==> config.mk <==
export PLATFORM = sky130hd
export DESIGN_NAME = sspc_core
export DESIGN_NICKNAME = d
export VERILOG_FILES = /design/src/logic/sspc_pkg.sv /design/src/logic/sspc_core.sv
export SDC_FILE = /design/constraint.sdc
export NUM_CORES = 1
export LEC_CHECK = 0
export BUFFER_PORTS_ARGS = -buffer_cell sky130_fd_sc_hd__clkbuf_2
export CAP_MARGIN = 25
export CORE_MARGIN = 2
export CORE_UTILIZATION = 55
export DETAILED_ROUTE_END_ITERATION = 8
export PLACE_DENSITY_LB_ADDON = 0.1
export SLEW_MARGIN = 20
export SYNTH_ARGS = -nofsm -noshare
export SYNTH_HDL_FRONTEND = slang
export SYNTH_SLANG_ARGS = --single-unit
==> constraint.sdc <==
create_clock -name i_mclk -period 7.2 [get_ports i_mclk]
set_clock_uncertainty 0.05 [all_clocks]
set_input_delay 1.08 -clock i_mclk [delete_from_list [all_inputs] [get_ports i_mclk]]
set_output_delay 1.08 -clock i_mclk [all_outputs]
set_load 0.01 [all_outputs]
==> src/logic/sspc_pkg.sv <==
// constants, field layouts and helpers for the serial port control block
package sspc_pkg;

  // register byte offsets
  localparam logic [7:0] OFF_STATUS = 8'h00;
  localparam logic [7:0] OFF_CTL1 = 8'h04;
  localparam logic [7:0] OFF_CTL2 = 8'h08;
  localparam logic [7:0] OFF_DATA = 8'h0c;

  // status register bit positions
  localparam int unsigned STAT_EN_BIT = 15;
  localparam int unsigned STAT_ROV_BIT = 6;
  localparam int unsigned STAT_TBF_BIT = 1;
  localparam int unsigned STAT_RBF_BIT = 0;

  // reset values and writable masks
  localparam logic [15:0] CTL1_RST = 16'h0000;
  localparam logic [15:0] CTL2_RST = 16'h0000;
  localparam logic [15:0] CTL1_MASK = 16'h1fff;
  localparam logic [15:0] CTL2_MASK = 16'he002;

  // last bit index for word and byte transfers
  localparam logic [3:0] LAST_BIT_WORD = 4'hf;
  localparam logic [3:0] LAST_BIT_BYTE = 4'h7;
  localparam logic [3:0] MSB_IDX = 4'hf;

  // control register one layout
  typedef struct packed {
    logic [2:0] rsv;
    logic clock_pin_disable;
    logic data_out_pin_disable;
    logic word_width_select;
    logic sample_phase;
    logic clock_edge_select;
    logic select_pin_enable;
    logic clock_polarity;
    logic controller_role_enable;
    logic [2:0] secondary_prescale;
    logic [1:0] primary_prescale;
  } sspc_ctl1_s;

  // control register two layout
  typedef struct packed {
    logic framed_enable;
    logic frame_sync_direction;
    logic frame_sync_polarity;
    logic [10:0] rsv_hi;
    logic frame_sync_edge;
    logic rsv_lo;
  } sspc_ctl2_s;

  // one pin: output level and its enable
  typedef struct packed {
    logic o;
    logic oe;
  } sspc_pin_s;

  // controller sequencer states
  typedef enum logic [1:0] {
    ST_IDLE = 2'b00,
    ST_SYNC = 2'b01,
    ST_SHIFT = 2'b10
  } sspc_state_e;

  // system clocks per half bit cell: primary times secondary ratio
  function automatic logic [9:0] sspc_half_cycles(input logic [1:0] pri, input logic [2:0] sec);
    logic [9:0] p;
    logic [9:0] s;
    logic [19:0] prod;
    p = 10'h001 << {~pri, 1'b0};
    s = 10'h008 - {7'h00, sec};
    prod = p * s;
    return prod[9:0];
  endfunction

endpackage

==> src/logic/sspc_core.sv <==
// serial port control block: apb registers, prescaler, shifter, pins
// Notes on behaviour
// clock pin disable releases clock pin
// data out disable releases data pin
// sixteen or eight bits per transfer
// controller samples middle or end of bit
// clock edge select picks output change edge
// target select pin used only when enabled
// polarity sets serial clock idle level
// role select: controller drives clock, target follows
// secondary prescale divides one to eight
// primary prescale divides 1,4,16,64 cascaded
// software never sets both prescalers 1:1
// software clears edge select when framed
// software clears select enable when framed
// framed mode turns select pin into sync
// sync direction: input target, output controller
// sync polarity picks active level
// sync coincident with or one bit before
// module enable claims pins, clear disables
// unread data: discard new, set overflow
// data write sets transmit full flag
// received word sets receive full flag
`timescale 1ns/100ps
module sspc_core #(
  parameter int unsigned ADDR_W = 8
) (
  // clock and reset
  input wire logic i_mclk,
  input wire logic i_nrst,
  // apb slave
  input wire logic i_psel,
  input wire logic i_penable,
  input wire logic i_pwrite,
  input wire logic [ADDR_W-1:0] i_paddr,
  input wire logic [31:0] i_pwdata,
  output logic [31:0] o_prdata,
  output logic o_pready,
  output logic o_pslverr,
  // serial pins
  input wire logic i_sck,
  input wire logic i_sdi,
  input wire logic i_ss_n,
  output sspc_pkg::sspc_pin_s o_sck,
  output sspc_pkg::sspc_pin_s o_sdo,
  output sspc_pkg::sspc_pin_s o_ss
);

  sspc_pkg::sspc_ctl1_s ctl1_q, ctl1_d;
  sspc_pkg::sspc_ctl2_s ctl2_q, ctl2_d;
  sspc_pkg::sspc_state_e state_q, state_d;
  logic en_q, en_d, tbf_q, tbf_d, rbf_q, rbf_d, rov_q, rov_d;
  logic [15:0] tx_hold_q, tx_hold_d, tx_sh_q, tx_sh_d, rx_hold_q, rx_hold_d, rx_sh_q, rx_sh_d;
  logic [3:0] bit_q, bit_d;
  logic [9:0] div_q, div_d, presc;
  logic half_q, half_d, sdo_q, sdo_d, sck_q, sck_d, fs_q, fs_d, armed_q, armed_d;
  logic [31:0] prdata_q, prdata_d;
  logic [2:0] s1_q, s2_q, s3_q, f_q, f_d;
  logic [7:0] addr;
  logic acc, mapped, wr, rd_data, ctrl, tick, sample, change, load, complete;
  logic sel, fs_active, lead, trail, last_bit;
  logic [15:0] rx_next, rx_word;
  logic [3:0] last_idx;

  // apb decode, zero wait states
  assign addr = i_paddr[7:0];
  assign mapped = (addr == sspc_pkg::OFF_STATUS) || (addr == sspc_pkg::OFF_CTL1) ||
                  (addr == sspc_pkg::OFF_CTL2) || (addr == sspc_pkg::OFF_DATA);
  assign acc = i_psel && i_penable;
  assign wr = acc && i_pwrite && mapped;
  assign rd_data = acc && !i_pwrite && (addr == sspc_pkg::OFF_DATA);
  assign o_pready = 1'b1;
  assign o_pslverr = acc && !mapped;
  assign o_prdata = prdata_q;

  // pin filter: a level counts once the second and third stages agree
  always_comb begin
    for (int i = 0; i < 3; i++) begin
      f_d[i] = (s2_q[i] == s3_q[i]) ? s3_q[i] : f_q[i];
    end
  end

  always_ff @(posedge i_mclk or negedge i_nrst) begin
    if (!i_nrst) begin
      // select pin rests high, so no false select right after reset
      s1_q <= 3'h4;
      s2_q <= 3'h4;
      s3_q <= 3'h4;
      f_q <= 3'h4;
    end else begin
      s1_q <= {i_ss_n, i_sdi, i_sck};
      s2_q <= s1_q;
      s3_q <= s2_q;
      f_q <= f_d;
    end
  end

  // derived controls shared by both roles
  assign ctrl = ctl1_q.controller_role_enable;
  assign presc = sspc_pkg::sspc_half_cycles(ctl1_q.primary_prescale,
                                            ctl1_q.secondary_prescale);
  assign tick = (div_q == presc - 10'h001);
  assign last_idx = ctl1_q.word_width_select ? sspc_pkg::LAST_BIT_WORD
                                             : sspc_pkg::LAST_BIT_BYTE;
  assign last_bit = (bit_q == last_idx);
  // filtered input lags the pin by four cycles: half cells under five read stale data
  assign rx_next = {rx_sh_q[14:0], f_q[1]};
  assign rx_word = ctl1_q.word_width_select ? rx_sh_d : {8'h00, rx_sh_d[7:0]};
  assign fs_active = ctl2_q.frame_sync_polarity ? f_q[2] : !f_q[2];
  assign sel = ctl2_q.framed_enable || !ctl1_q.select_pin_enable || !f_q[2];
  assign lead = (f_d[0] != f_q[0]) && (f_d[0] != ctl1_q.clock_polarity);
  assign trail = (f_d[0] != f_q[0]) && (f_d[0] == ctl1_q.clock_polarity);

  // next state: registers, sequencer, shifter and flags
  always_comb begin
    ctl1_d = ctl1_q;
    ctl2_d = ctl2_q;
    en_d = en_q;
    state_d = state_q;
    tbf_d = tbf_q;
    rbf_d = rbf_q;
    rov_d = rov_q;
    tx_hold_d = tx_hold_q;
    tx_sh_d = tx_sh_q;
    rx_hold_d = rx_hold_q;
    rx_sh_d = rx_sh_q;
    bit_d = bit_q;
    div_d = div_q;
    half_d = half_q;
    sdo_d = sdo_q;
    fs_d = fs_q;
    armed_d = armed_q;
    prdata_d = prdata_q;
    sample = 1'b0;
    change = 1'b0;
    load = 1'b0;
    complete = 1'b0;
    if (!en_q) begin
      state_d = sspc_pkg::ST_IDLE;
      bit_d = 4'h0;
      half_d = 1'b0;
      div_d = 10'h000;
      fs_d = 1'b0;
      armed_d = 1'b0;
    end else if (ctrl) begin
      // controller: each bit cell is two prescaled halves
      div_d = (state_q == sspc_pkg::ST_IDLE || tick) ? 10'h000 : div_q + 10'h001;
      armed_d = 1'b0;
      case (state_q)
        sspc_pkg::ST_IDLE: begin
          bit_d = 4'h0;
          half_d = 1'b0;
          if (tbf_q) begin
            load = 1'b1;
            if (ctl2_q.framed_enable && !ctl2_q.frame_sync_direction) begin
              fs_d = 1'b1;
            end
            if (ctl2_q.framed_enable && !ctl2_q.frame_sync_direction &&
                !ctl2_q.frame_sync_edge) begin
              state_d = sspc_pkg::ST_SYNC;
            end else begin
              state_d = sspc_pkg::ST_SHIFT;
              change = 1'b1;
            end
          end
        end
        sspc_pkg::ST_SYNC: begin
          if (tick) begin
            half_d = !half_q;
            if (half_q) begin
              state_d = sspc_pkg::ST_SHIFT;
              change = 1'b1;
              fs_d = 1'b0;
            end
          end
        end
        sspc_pkg::ST_SHIFT: begin
          if (tick) begin
            half_d = !half_q;
            sample = (half_q == ctl1_q.sample_phase);
            if (half_q) begin
              fs_d = 1'b0;
              if (last_bit) begin
                state_d = sspc_pkg::ST_IDLE;
                complete = 1'b1;
              end else begin
                bit_d = bit_q + 4'h1;
                change = 1'b1;
              end
            end
          end
        end
        default: begin
          state_d = sspc_pkg::ST_IDLE;
        end
      endcase
    end else begin
      // target: follow the filtered external clock
      state_d = sspc_pkg::ST_IDLE;
      div_d = 10'h000;
      half_d = 1'b0;
      fs_d = 1'b0;
      if (!sel) begin
        bit_d = 4'h0;
        armed_d = 1'b0;
      end else begin
        sample = ctl1_q.clock_edge_select ? lead : trail;
        change = ctl1_q.clock_edge_select ? (trail && bit_q != 4'h0) : lead;
        if (ctl2_q.framed_enable && ctl2_q.frame_sync_direction && !armed_q) begin
          change = 1'b0;
          if (sample && fs_active) begin
            armed_d = 1'b1;
            sample = ctl2_q.frame_sync_edge;
          end else begin
            sample = 1'b0;
          end
        end
        if (bit_q == 4'h0 && tbf_q && !sample) begin
          load = 1'b1;
          change = change || ctl1_q.clock_edge_select;
        end
        if (sample) begin
          if (last_bit) begin
            complete = 1'b1;
            bit_d = 4'h0;
            armed_d = 1'b0;
          end else begin
            bit_d = bit_q + 4'h1;
          end
        end
      end
    end
    // shift register moves
    if (load) begin
      tx_sh_d = ctl1_q.word_width_select ? tx_hold_q : {tx_hold_q[7:0], 8'h00};
      tbf_d = 1'b0;
    end
    if (change) begin
      sdo_d = tx_sh_d[sspc_pkg::MSB_IDX - bit_d];
    end
    if (sample) begin
      rx_sh_d = rx_next;
    end
    // receive hold and flags
    if (rd_data) begin
      rbf_d = 1'b0;
    end
    if (complete) begin
      if (rbf_q && !rd_data) begin
        rov_d = 1'b1;
      end else begin
        rx_hold_d = ctl1_q.word_width_select ? rx_sh_d : {8'h00, rx_sh_d[7:0]};
        rbf_d = 1'b1;
      end
    end
    // register writes, the overflow clear losing to a new overflow
    if (wr) begin
      case (addr)
        sspc_pkg::OFF_STATUS: begin
          en_d = i_pwdata[sspc_pkg::STAT_EN_BIT];
          if (!i_pwdata[sspc_pkg::STAT_ROV_BIT] && !(complete && rbf_q && !rd_data)) begin
            rov_d = 1'b0;
          end
        end
        sspc_pkg::OFF_CTL1: ctl1_d = i_pwdata[15:0] & sspc_pkg::CTL1_MASK;
        sspc_pkg::OFF_CTL2: ctl2_d = i_pwdata[15:0] & sspc_pkg::CTL2_MASK;
        sspc_pkg::OFF_DATA: begin
          tx_hold_d = i_pwdata[15:0];
          tbf_d = 1'b1;
        end
        default: begin
          en_d = en_q;
        end
      endcase
    end
    // read data captured in the setup cycle
    if (i_psel && !i_penable && !i_pwrite) begin
      case (addr)
        sspc_pkg::OFF_STATUS: begin
          prdata_d = 32'h0000_0000;
          prdata_d[sspc_pkg::STAT_EN_BIT] = en_q;
          prdata_d[sspc_pkg::STAT_ROV_BIT] = rov_q;
          prdata_d[sspc_pkg::STAT_TBF_BIT] = tbf_q;
          prdata_d[sspc_pkg::STAT_RBF_BIT] = rbf_q;
        end
        sspc_pkg::OFF_CTL1: prdata_d = {16'h0000, ctl1_q};
        sspc_pkg::OFF_CTL2: prdata_d = {16'h0000, ctl2_q};
        sspc_pkg::OFF_DATA: prdata_d = {16'h0000, rx_hold_q};
        default: prdata_d = 32'h0000_0000;
      endcase
    end
  end

  // controller clock level from the next cell position
  assign sck_d = ctl1_q.clock_polarity ^ ((state_d != sspc_pkg::ST_IDLE) &&
                 (ctl1_q.clock_edge_select ? half_d : !half_d));

  always_ff @(posedge i_mclk or negedge i_nrst) begin
    if (!i_nrst) begin
      ctl1_q <= sspc_pkg::CTL1_RST;
      ctl2_q <= sspc_pkg::CTL2_RST;
      en_q <= 1'b0;
      state_q <= sspc_pkg::ST_IDLE;
      tbf_q <= 1'b0;
      rbf_q <= 1'b0;
      rov_q <= 1'b0;
      tx_hold_q <= 16'h0000;
      tx_sh_q <= 16'h0000;
      rx_hold_q <= 16'h0000;
      rx_sh_q <= 16'h0000;
      bit_q <= 4'h0;
      div_q <= 10'h000;
      half_q <= 1'b0;
      sdo_q <= 1'b0;
      sck_q <= 1'b0;
      fs_q <= 1'b0;
      armed_q <= 1'b0;
      prdata_q <= 32'h0000_0000;
    end else begin
      ctl1_q <= ctl1_d;
      ctl2_q <= ctl2_d;
      en_q <= en_d;
      state_q <= state_d;
      tbf_q <= tbf_d;
      rbf_q <= rbf_d;
      rov_q <= rov_d;
      tx_hold_q <= tx_hold_d;
      tx_sh_q <= tx_sh_d;
      rx_hold_q <= rx_hold_d;
      rx_sh_q <= rx_sh_d;
      bit_q <= bit_d;
      div_q <= div_d;
      half_q <= half_d;
      sdo_q <= sdo_d;
      sck_q <= sck_d;
      fs_q <= fs_d;
      armed_q <= armed_d;
      prdata_q <= prdata_d;
    end
  end

  // pin drivers and enables
  assign o_sck.o = sck_q;
  assign o_sck.oe = en_q && ctrl && !ctl1_q.clock_pin_disable;
  assign o_sdo.o = sdo_q;
  assign o_sdo.oe = en_q && !ctl1_q.data_out_pin_disable && (ctrl || sel);
  assign o_ss.o = ctl2_q.frame_sync_polarity ? fs_q : !fs_q;
  assign o_ss.oe = en_q && ctrl && ctl2_q.framed_enable &&
                   !ctl2_q.frame_sync_direction;

  // checks
  logic [9:0] half_len_q;
  always_ff @(posedge i_mclk or negedge i_nrst) begin
    if (!i_nrst) begin
      half_len_q <= 10'h000;
    end else begin
      half_len_q <= (half_d != half_q || state_q == sspc_pkg::ST_IDLE) ? 10'h000
                                                                        : half_len_q + 10'h001;
    end
  end

  // samples taken since the last finished word
  logic [4:0] nsamp_q;
  always_ff @(posedge i_mclk or negedge i_nrst) begin
    if (!i_nrst) begin
      nsamp_q <= 5'h00;
    end else if (complete || !en_q || (ctrl && state_q == sspc_pkg::ST_IDLE) ||
                 (!ctrl && !sel)) begin
      nsamp_q <= 5'h00;
    end else if (sample) begin
      nsamp_q <= nsamp_q + 5'h01;
    end
  end
endmodule

==> results.txt, run 1 <==
RePlAce Congestion = 0.8239
Routed WL per cell = 17.27 um
Mapped Area = 7213 um^2
setup bufs post-CTS = 0
worst reg2reg path depth = 21
setup slack after placement = 1369 ps
via/cell ratio = 5.649
Hold Path Origin = s1_q[2]
Post-DP Area = 7533 um^2
setup ws final = 1333 ps
Hold Path Class = flop to flop
Final period util = 81.49%
most common cell after layout, fill and taps aside = dfrtp_1
Mapped Cells = 700
Seq/Total Area, Yosys = 46.56%
max_slew headroom = 36.39%
Avg Cell Area, Syn = 10.30 um^2
dpl hpwl = 11610 um
crit path kind = flop to flop
Die Ht = 118.5 um
largest net degree at the start of global routing = 71
count of final setup violators = 0
gr ovfl total = 0
max cap viols = 0
share of cells above drive strength 1 = 22.13%
Post-synth EDFFs = 0
R2R Setup Slk = 1330 ps
final wirelength = 16080 um
FFs w/ async S/R, synth = 100.0%
vias post-DR = 5259
Synth area leader = dfrtp_1
setup TNS = 0 ps
VDD IR-drop max = 0.1483 mV
Main synth FF type = dfrtp_1
FILL cells = 1047
WHS = 305.4 ps
Data arrival, critical path = 6120 ps
leakage power = 3.868 nW
CTS Buf Count = 17
clk_lat worst skew = 430 ps
Synth Warn # = 0
CTS tree = yes
data required time of the worst path = 7450 ps
CTS Sinks = 134
first-pass GRT wire length = 26990 um
RSZ-0062 raised after global routing = no
Worst Setup End Kind = flop
All-Layer GR Usage = 24.62%
Sequential Area = 3358 um^2
DRT antenna net count = 0
initial DRC count = 324
reg2reg start = ctl1_q[2]
Ports = 88
Rows = 41
Longest Clk Path Bufs = 2
vias in the first global route = 5292
hold_buf cts = 0
top cell type's share of synthesized area = 45.10%
# nets final = 828
CTS clk-pin slew, worst paths = 60 ps
minimum clock period = 5867 ps
drt first pass iters = 5
CP max FO = 12
Final Cell Area = 8207 um^2
Startpoint Class = flop
Cell Pwr Density = 223.4 nW/um^2
Worst R2R End = sdo_q
hold path depth = 0
library cells used by synthesis = 69
Area Growth Syn to Fin = 13.77%
most frequent cells in the layout = dfrtp_1 (130), nand2_1 (81), nor2_1 (63)
Die X = 118.5 um
multi-input logic area = 3522 um^2
Fmax = 170.4 MHz
port buffer count = 54
number of synthesized register bits = 134
core footprint = 12720 um^2
diode count = 0
Post-CTS Resized = 0
initial antenna violation count = 0
largest cells by area after synthesis = dfrtp_1 (45%), mux2_2 (8.7%), ha_1 (5.2%)
final hold vios = 0
DRC Markers = 0
clock root buffer = clkbuf_16
initial core utilization = 56.70%
Non-Filler Instances = 931
H-tree depth = 4
worst-margin pin slew = 946.9 ps
Placed Cells = 899
status = complete, no violations
Slew Viols, Final = 0
die area = 14050 um^2
Hold Path End = s2_q[2]
==> flip-flops by register name (all words and copies together) (netlist names), 2 cells and up <==
signal	cells
bit_q	4
ctl1_q	12
ctl2_q	4
div_q	10
f_q	3
o_prdata	16
rx_hold_q	16
rx_sh_q	16
s1_q	3
s2_q	3
s3_q	3
state_q	2
tx_hold_q	16
tx_sh_q	16
==> power breakdown <==
part | leakage, nW | internal (mW) | switching (mW)
Clock | 0.324 | 0.635 | 0.356
Combinational | 1.74 | 0.0233 | 0.0447
Sequential | 1.80 | 0.768 | 0.00776
==> per-layer routing <==
metal	wire (um)	GRT usage, %	vias up
li1	-	-	2491
met1	7165	32.50	2584
met2	7693	38.90	158
met3	883	6.178	26
met4	334	9.970	0
met5	0	0	-
==> cells by family (layout without fill, tap and decap cells) <==
| logic type | Yosys count | after routing | share of synthesized area [%] |
|---|---|---|---|
| multiplexers | 81 | 81 | 12.59 |
| adder cells (fa/ha/maj) | 37 | 37 | 6.730 |
| XOR/XNOR | 32 | 32 | 3.885 |
| AND/OR/NAND/NOR | 227 | 227 | 14.69 |
| buffers and inverters | 78 | 122 | 5.394 |
| flip-flops | 134 | 134 | 46.56 |
| AO/OA/AOI/OAI | 109 | 109 | 10.04 |
| other | 2 | 17 | 0.1041 |
==> layout make-up <==
type	count	area share (%)
Multi-Input combinational cell	503	42.92
Sequential cell	134	40.92
Clock buffer	18	5.351
Timing Repair Buffer	61	4.010
Clock inverter	14	2.851
Tap cell	172	2.622
Inverter	29	1.326
==> worst max path at each step <==
stage | slack, ps | from | endpoint | depth (start not counted)
floorplan | 2170 | ctl1_q[2] | sdo_q | 21
global placement | 1430 | ctl1_q[2] | sdo_q | 21
detailed placement | 1370 | ctl1_q[2] | sdo_q | 21
CTS | 1330 | ctl1_q[2] | sdo_q | 21
global route | 890 | ctl1_q[2] | sdo_q | 20
finish | 1330 | ctl1_q[2] | sdo_q | 21
==> cells in the mapped netlist (all sizes together), types with 4 or more instances <==
master	n
nand4	6
o21a	4
a221oi	10
and3	5
a21boi	4
nand2b	5
fa	4
xor2	10
o21ai	39
buf	29
o31ai	5
and2	10
clkbuf	20
nor3b	4
nor2b	7
dfstp	4
dfrtp	130
mux2i	18
inv	29
a31oi	5
o22ai	5
nor3	6
xnor2	22
nand2	82
mux2	62
ha	30
nor2	64
nand3	24
a21oi	15
==> per-stage QoR <==
step                      power [mW]  util (%)
after global placement        0.8562     59.22
after global routing           1.895     64.51
after floorplan               0.8240         -
after detailed placement      0.8579     59.22
final                          1.834     64.51
after CTS                      1.848     64.51
==> worst max-delay path, cell delays in order (launching register included) <==
cell      delay [ps]
dfrtp_1          470
inv_2             90
ha_1             210
xor2_1           260
nor2_1            80
ha_1             280
inv_1             60
fa_1             540
inv_1             70
fa_1             460
a211oi_1         310
nor2_1           100
xnor2_1          140
or4_4            530
nor3_2           640
a31oi_1          170
o21ai_1          160
buf_4            230
mux2_2           360
o22ai_1          160
nor4_1            70
a221o_1          280
No activity file was read; power rests on OpenSTA's default activity.
==> run 2, diff against run 1 <==
==> constraint.sdc (replaced) <==
create_clock -name i_mclk -period 5.8 [get_ports i_mclk]
set_clock_uncertainty 0.05 [all_clocks]
set_input_delay 0.87 -clock i_mclk [delete_from_list [all_inputs] [get_ports i_mclk]]
set_output_delay 0.87 -clock i_mclk [all_outputs]
set_load 0.01 [all_outputs]
==> run 2 against run 1 <==
Maximum frequency rose by 5.5%. Global-route usage fell by 0.23 points. Register-to-register slack got worse by 1100 ps. Combinational power rose by 25%. Sequential power rose by 24%. Routed wire length fell by 0.21%. Clock power rose by 22%. Critical endpoint unchanged. Largest power group unchanged.
==> results.txt, run 2 (synthesis gave the netlist of run 1 again) <==
setup bufs post-CTS = 0
initial antenna violation count = 0
All-Layer GR Usage = 24.39%
crit-path leading delay family = adder cells
Hold Path Class = flop to flop
clock root buffer = clkbuf_16
final wirelength = 16040 um
vias in the first global route = 5273
CP Cell Sequence = inv_2, ha_1, xor2_2, nor2_1, ha_1, inv_1, fa_1, inv_1, fa_1, a211oi_1, nor2_1, xnor2_1, or4_4, or3_1, o311ai_1, o21ai_1, buf_4, mux2_2, o22ai_1, nor4_1, a221o_1
Non-Filler Instances = 933
Data arrival, critical path = 5810 ps
RSZ-0062 raised after global routing = no
Worst Setup End Kind = flop
gr ovfl total = 0
status = complete, no violations
Final period util = 95.87%
most common cell after layout, fill and taps aside = dfrtp_1
Crit path buffers/inverters = 4
Slowest-stage cell, CP = fa_1
DRT antenna net count = 0
setup TNS = 0 ps
CTS tree = yes
Die X = 118.5 um
setup ws final = 239.8 ps
CTS Buf Count = 17
core footprint = 12720 um^2
Placed Cells = 902
minimum clock period = 5560 ps
count of final setup violators = 0
Hold Path Origin = s1_q[2]
clk_lat worst skew = 410 ps
port buffer count = 54
die area = 14050 um^2
Critical path origin = ctl1_q[2]
DRC Markers = 0
# nets final = 831
diode count = 0
max_slew headroom = 37.52%
initial DRC count = 270
Longest Clk Path Bufs = 2
data required time of the worst path = 6050 ps
largest net degree at the start of global routing = 82
Fmax = 179.9 MHz
multi-input logic area = 3530 um^2
FILL cells = 1077
most frequent cells in the layout = dfrtp_1 (130), nand2_1 (81), nor2_1 (63)
CP max FO = 11
Slew Viols, Final = 0
worst-margin pin slew = 930.0 ps
CTS Sinks = 134
leakage power = 3.875 nW
dpl hpwl = 11550 um
WHS = 304.4 ps
Sequential Area = 3358 um^2
crit path kind = flop to flop
drt first pass iters = 5
H-tree depth = 4
Cell Pwr Density = 274.7 nW/um^2
Rows = 41
first-pass GRT wire length = 26920 um
Die Ht = 118.5 um
setup slack after placement = 254.2 ps
Critical Path Max Stage Delay = 540 ps
Routed WL per cell = 17.20 um
CTS clk-pin slew, worst paths = 60 ps
Area Growth Syn to Fin = 14.12%
share of cells above drive strength 1 = 22.34%
Ports = 88
via/cell ratio = 5.656
vias post-DR = 5277
RePlAce Congestion = 0.8979
VDD IR-drop max = 0.1416 mV
max cap viols = 0
reg2reg start = ctl1_q[2]
fin util = 64.70%
initial core utilization = 56.70%
final hold vios = 0
Startpoint Class = flop
==> run 2: cell count changes in the layout (fill, tap and decap cells not counted), sizes merged <==
| cell | before | now |
|---|---|---|
| bufinv | 5 | 6 |
| clkinv | 0 | 2 |
| clkbuf | 71 | 72 |
| buf | 8 | 11 |
| inv | 36 | 30 |
| clkinvlp | 2 | 3 |
==> run 2: metal layers <==
metal	vias up	GRT usage [%]	routed length, um
li1	2502	-	-
met1	2610	32.69	7246
met2	138	39.15	7679
met3	27	5.309	779
met4	0	8.705	338
met5	-	0	0
==> run 2: path summary, 6_finish.rpt <==
check | endpoint | slack (ps) | cells after the start
max | sdo_q | 240 | 21
min | s2_q[2] | 300 | 0
max reg2reg | sdo_q | 240 | 21
min reg2reg | s2_q[2] | 300 | 0
max in group asynchronous | ctrl | 4090 | 2
min in group asynchronous | rx_sh_q[4] | 440 | 1
==> run 2: power breakdown <==
part | switching [mW] | total [mW] | internal, mW | leakage (nW)
clock | 0.398 | 1.21 | 0.816 | 0.316
sequential | 0.00915 | 0.962 | 0.953 | 1.80
combinational | 0.0563 | 0.0854 | 0.0290 | 1.75
==> run 2: repair_timing <==
item,4_1_cts,5_1_grt
resized for setup,0,1
setup endpoints to repair,0,1
hold buffers,0,0
==> run 2: final cells by class <==
class,instances,area share [%]
clock inverter,12,2.736
multi-input combinational,503,42.88
clock buffer,19,5.381
inverter,29,1.322
timing repair buffer,64,4.271
tap,172,2.614
sequential,134,40.80
==> run 2: metrics by stage <==
stage	cell area, um^2	total power [mW]
floorplan	7269	1.023
global placement	7556	1.063
detailed placement	7556	1.066
CTS	8224	2.278
global route	8232	2.336
finish	8232	2.262
==> run 3, diff against run 2 <==
--- a/config.mk
+++ b/config.mk
@@ -10,6 +10,7 @@
 export CORE_MARGIN = 2
 export CORE_UTILIZATION = 55
 export DETAILED_ROUTE_END_ITERATION = 8
+export MAX_ROUTING_LAYER = met4
 export PLACE_DENSITY_LB_ADDON = 0.1
 export SLEW_MARGIN = 20
 export SYNTH_ARGS = -nofsm -noshare
==> run 3 against run 2 <==
Count of clock-buffer cells in the layout increased by 4. Cell count unchanged. Sequential share of layout area grew 0.29 points. Sequential power barely moved. Final area fell by 0.71%. First-iteration DRC count up 28%. Combinational power down 1%. Maximum frequency increased by 1.0%. Largest cell class unchanged.
==> results.txt, run 3 (synthesis gave the netlist of run 1 again) <==
status = complete, no violations
setup bufs post-CTS = 0
Ports = 88
dpl hpwl = 11530 um
Startpoint Class = flop
NetSw = 0.4428 mW
initial core utilization = 56.70%
Rows = 41
clock share of power = 51.1%
Die X = 118.5 um
clk_lat worst skew = 420 ps
initial antenna violation count = 0
WP depth = 21
Slowest-stage cell, CP = fa_1
Combinational Power Share = 3.9%
fin util = 64.24%
max cap viols = 0
All-Layer GR Usage = 24.88%
via/cell ratio = 5.606
setup TNS = 0 ps
switching share of power = 20.66%
worst setup path endpoint = sdo_q
DRC Markers = 0
H-tree depth = 4
R2R Setup Slk = 300 ps
RSZ-0062 raised after global routing = no
CTS tree = yes
vias in the first global route = 5241
largest net degree at the start of global routing = 70
CTS Buf Count = 17
drt first pass iters = 5
max_slew headroom = 36.63%
core footprint = 12720 um^2
part of the power in registers = 44.9%
Fmax = 181.7 MHz
Die Ht = 118.5 um
Slew Viols, Final = 0
first-pass GRT wire length = 26660 um
final hold vios = 0
# nets final = 831
Non-Filler Instances = 933
Area Growth Syn to Fin = 13.30%
Critical path origin = ctl1_q[2]
Hold Path Class = flop to flop
CTS clk-pin slew, worst paths = 50 ps
diode count = 0
Crit path buffers/inverters = 4
port buffer count = 54
Routed WL per cell = 17.00 um
minimum clock period = 5505 ps
Final period util = 94.91%
DRT antenna net count = 0
die area = 14050 um^2
vias post-DR = 5230
clock root buffer = clkbuf_16
Critical Path Max Stage Delay = 530 ps
data required time of the worst path = 6050 ps
P_int = 1.700 mW
Placed Cells = 902
Longest Clk Path Bufs = 2
gr ovfl total = 0
initial DRC count = 346
CP Cell Sequence = inv_2, ha_1, xor2_2, nor2_1, ha_1, inv_1, fa_1, inv_1, fa_1, a211oi_1, nor2_1, xnor2_1, or4_4, or3_1, o311ai_1, o21ai_1, buf_4, mux2_2, o22ai_1, nor4_1, a221o_1
crit path kind = flop to flop
share of cells above drive strength 1 = 22.21%
VDD IR-drop max = 0.1816 mV
Cell Pwr Density = 262.2 nW/um^2
Worst Setup End Kind = flop
worst reg2reg path depth = 21
CTS Sinks = 134
reg2reg start = ctl1_q[2]
CP max FO = 11
most frequent cells in the layout = dfrtp_1 (130), nand2_1 (81), nor2_1 (63)
Data arrival, critical path = 5750 ps
Worst R2R End = sdo_q
leakage power = 3.859 nW
count of final setup violators = 0
worst-margin pin slew = 943.3 ps
crit-path leading delay family = adder cells
RePlAce Congestion = 0.9103
most common cell after layout, fill and taps aside = dfrtp_1
final wirelength = 15860 um
## run 3: changes by cell type in the layout (fill, tap and decap cells not counted)
cell        previous run  this run
bufinv_16              6         3
clkbuf_8               1         4
clkinv_2               1         3
clkinvlp_4             3         1
clkbuf_1               1         2
inv_6                  1         0
## run 3: repair_timing
item / in CTS / in global routing
setup endpoints to repair: 0 / 1
hold buffers: 0 / 0
resized for setup: 0 / 1
## run 3: layout make-up
cell class | instances | area (um^2)
Sequential cell | 134 | 3358
Clock buffer | 23 | 488.0
Clock inverter | 8 | 121.4
Inverter | 29 | 108.9
Timing Repair Buffer | 64 | 351.6
Fill cell | 1065 | 4549
Multi-Input combinational cell | 503 | 3530
Tap cell | 172 | 215.2
## run 3: metal layers
layer	global-route usage [%]	wire length, um	up-vias
li1	-	-	2497
met1	32.92	7173	2569
met2	38.43	7627	144
met3	4.730	730	20
met4	9.077	326	0
met5	-	0	-
## run 3: stage by stage
stage | worst slack [ps] | hold WS [ps] | instance area (um^2) | total power [mW]
floorplan | 765.4 | 281.2 | 7269 | 1.023
global placement | 326.8 | 282.5 | 7556 | 1.063
detailed placement | 271.8 | 294.1 | 7556 | 1.065
CTS | 245.8 | 306.2 | 8165 | 2.163
global route | 12.55 | 309.9 | 8173 | 2.220
finish | 295.4 | 305.6 | 8173 | 2.143
## run 3: worst min-delay path by stage
stage,from,endpoint,slack (ps),cells after the start
5_1_grt,s1_q[2],s2_q[2],310,0
4_1_cts,s1_q[2],s2_q[2],310,0
6_report,s1_q[0],s2_q[0],310,0
2_1_floorplan,s1_q[0],s2_q[0],280,0
3_5_place_dp,s1_q[0],s2_q[0],290,0
3_3_place_gp,s1_q[1],s2_q[1],280,0
## run 3: power by group through the flow
stage                     clock network (mW)  logic (mW)  registers, mW
final                                   1.10      0.0844          0.963
after global routing                    1.16      0.0960          0.965
after CTS                               1.11      0.0861          0.963
after detailed placement                   0      0.0859          0.979
after global placement                     0      0.0846          0.979
after floorplan                            0      0.0397          0.983
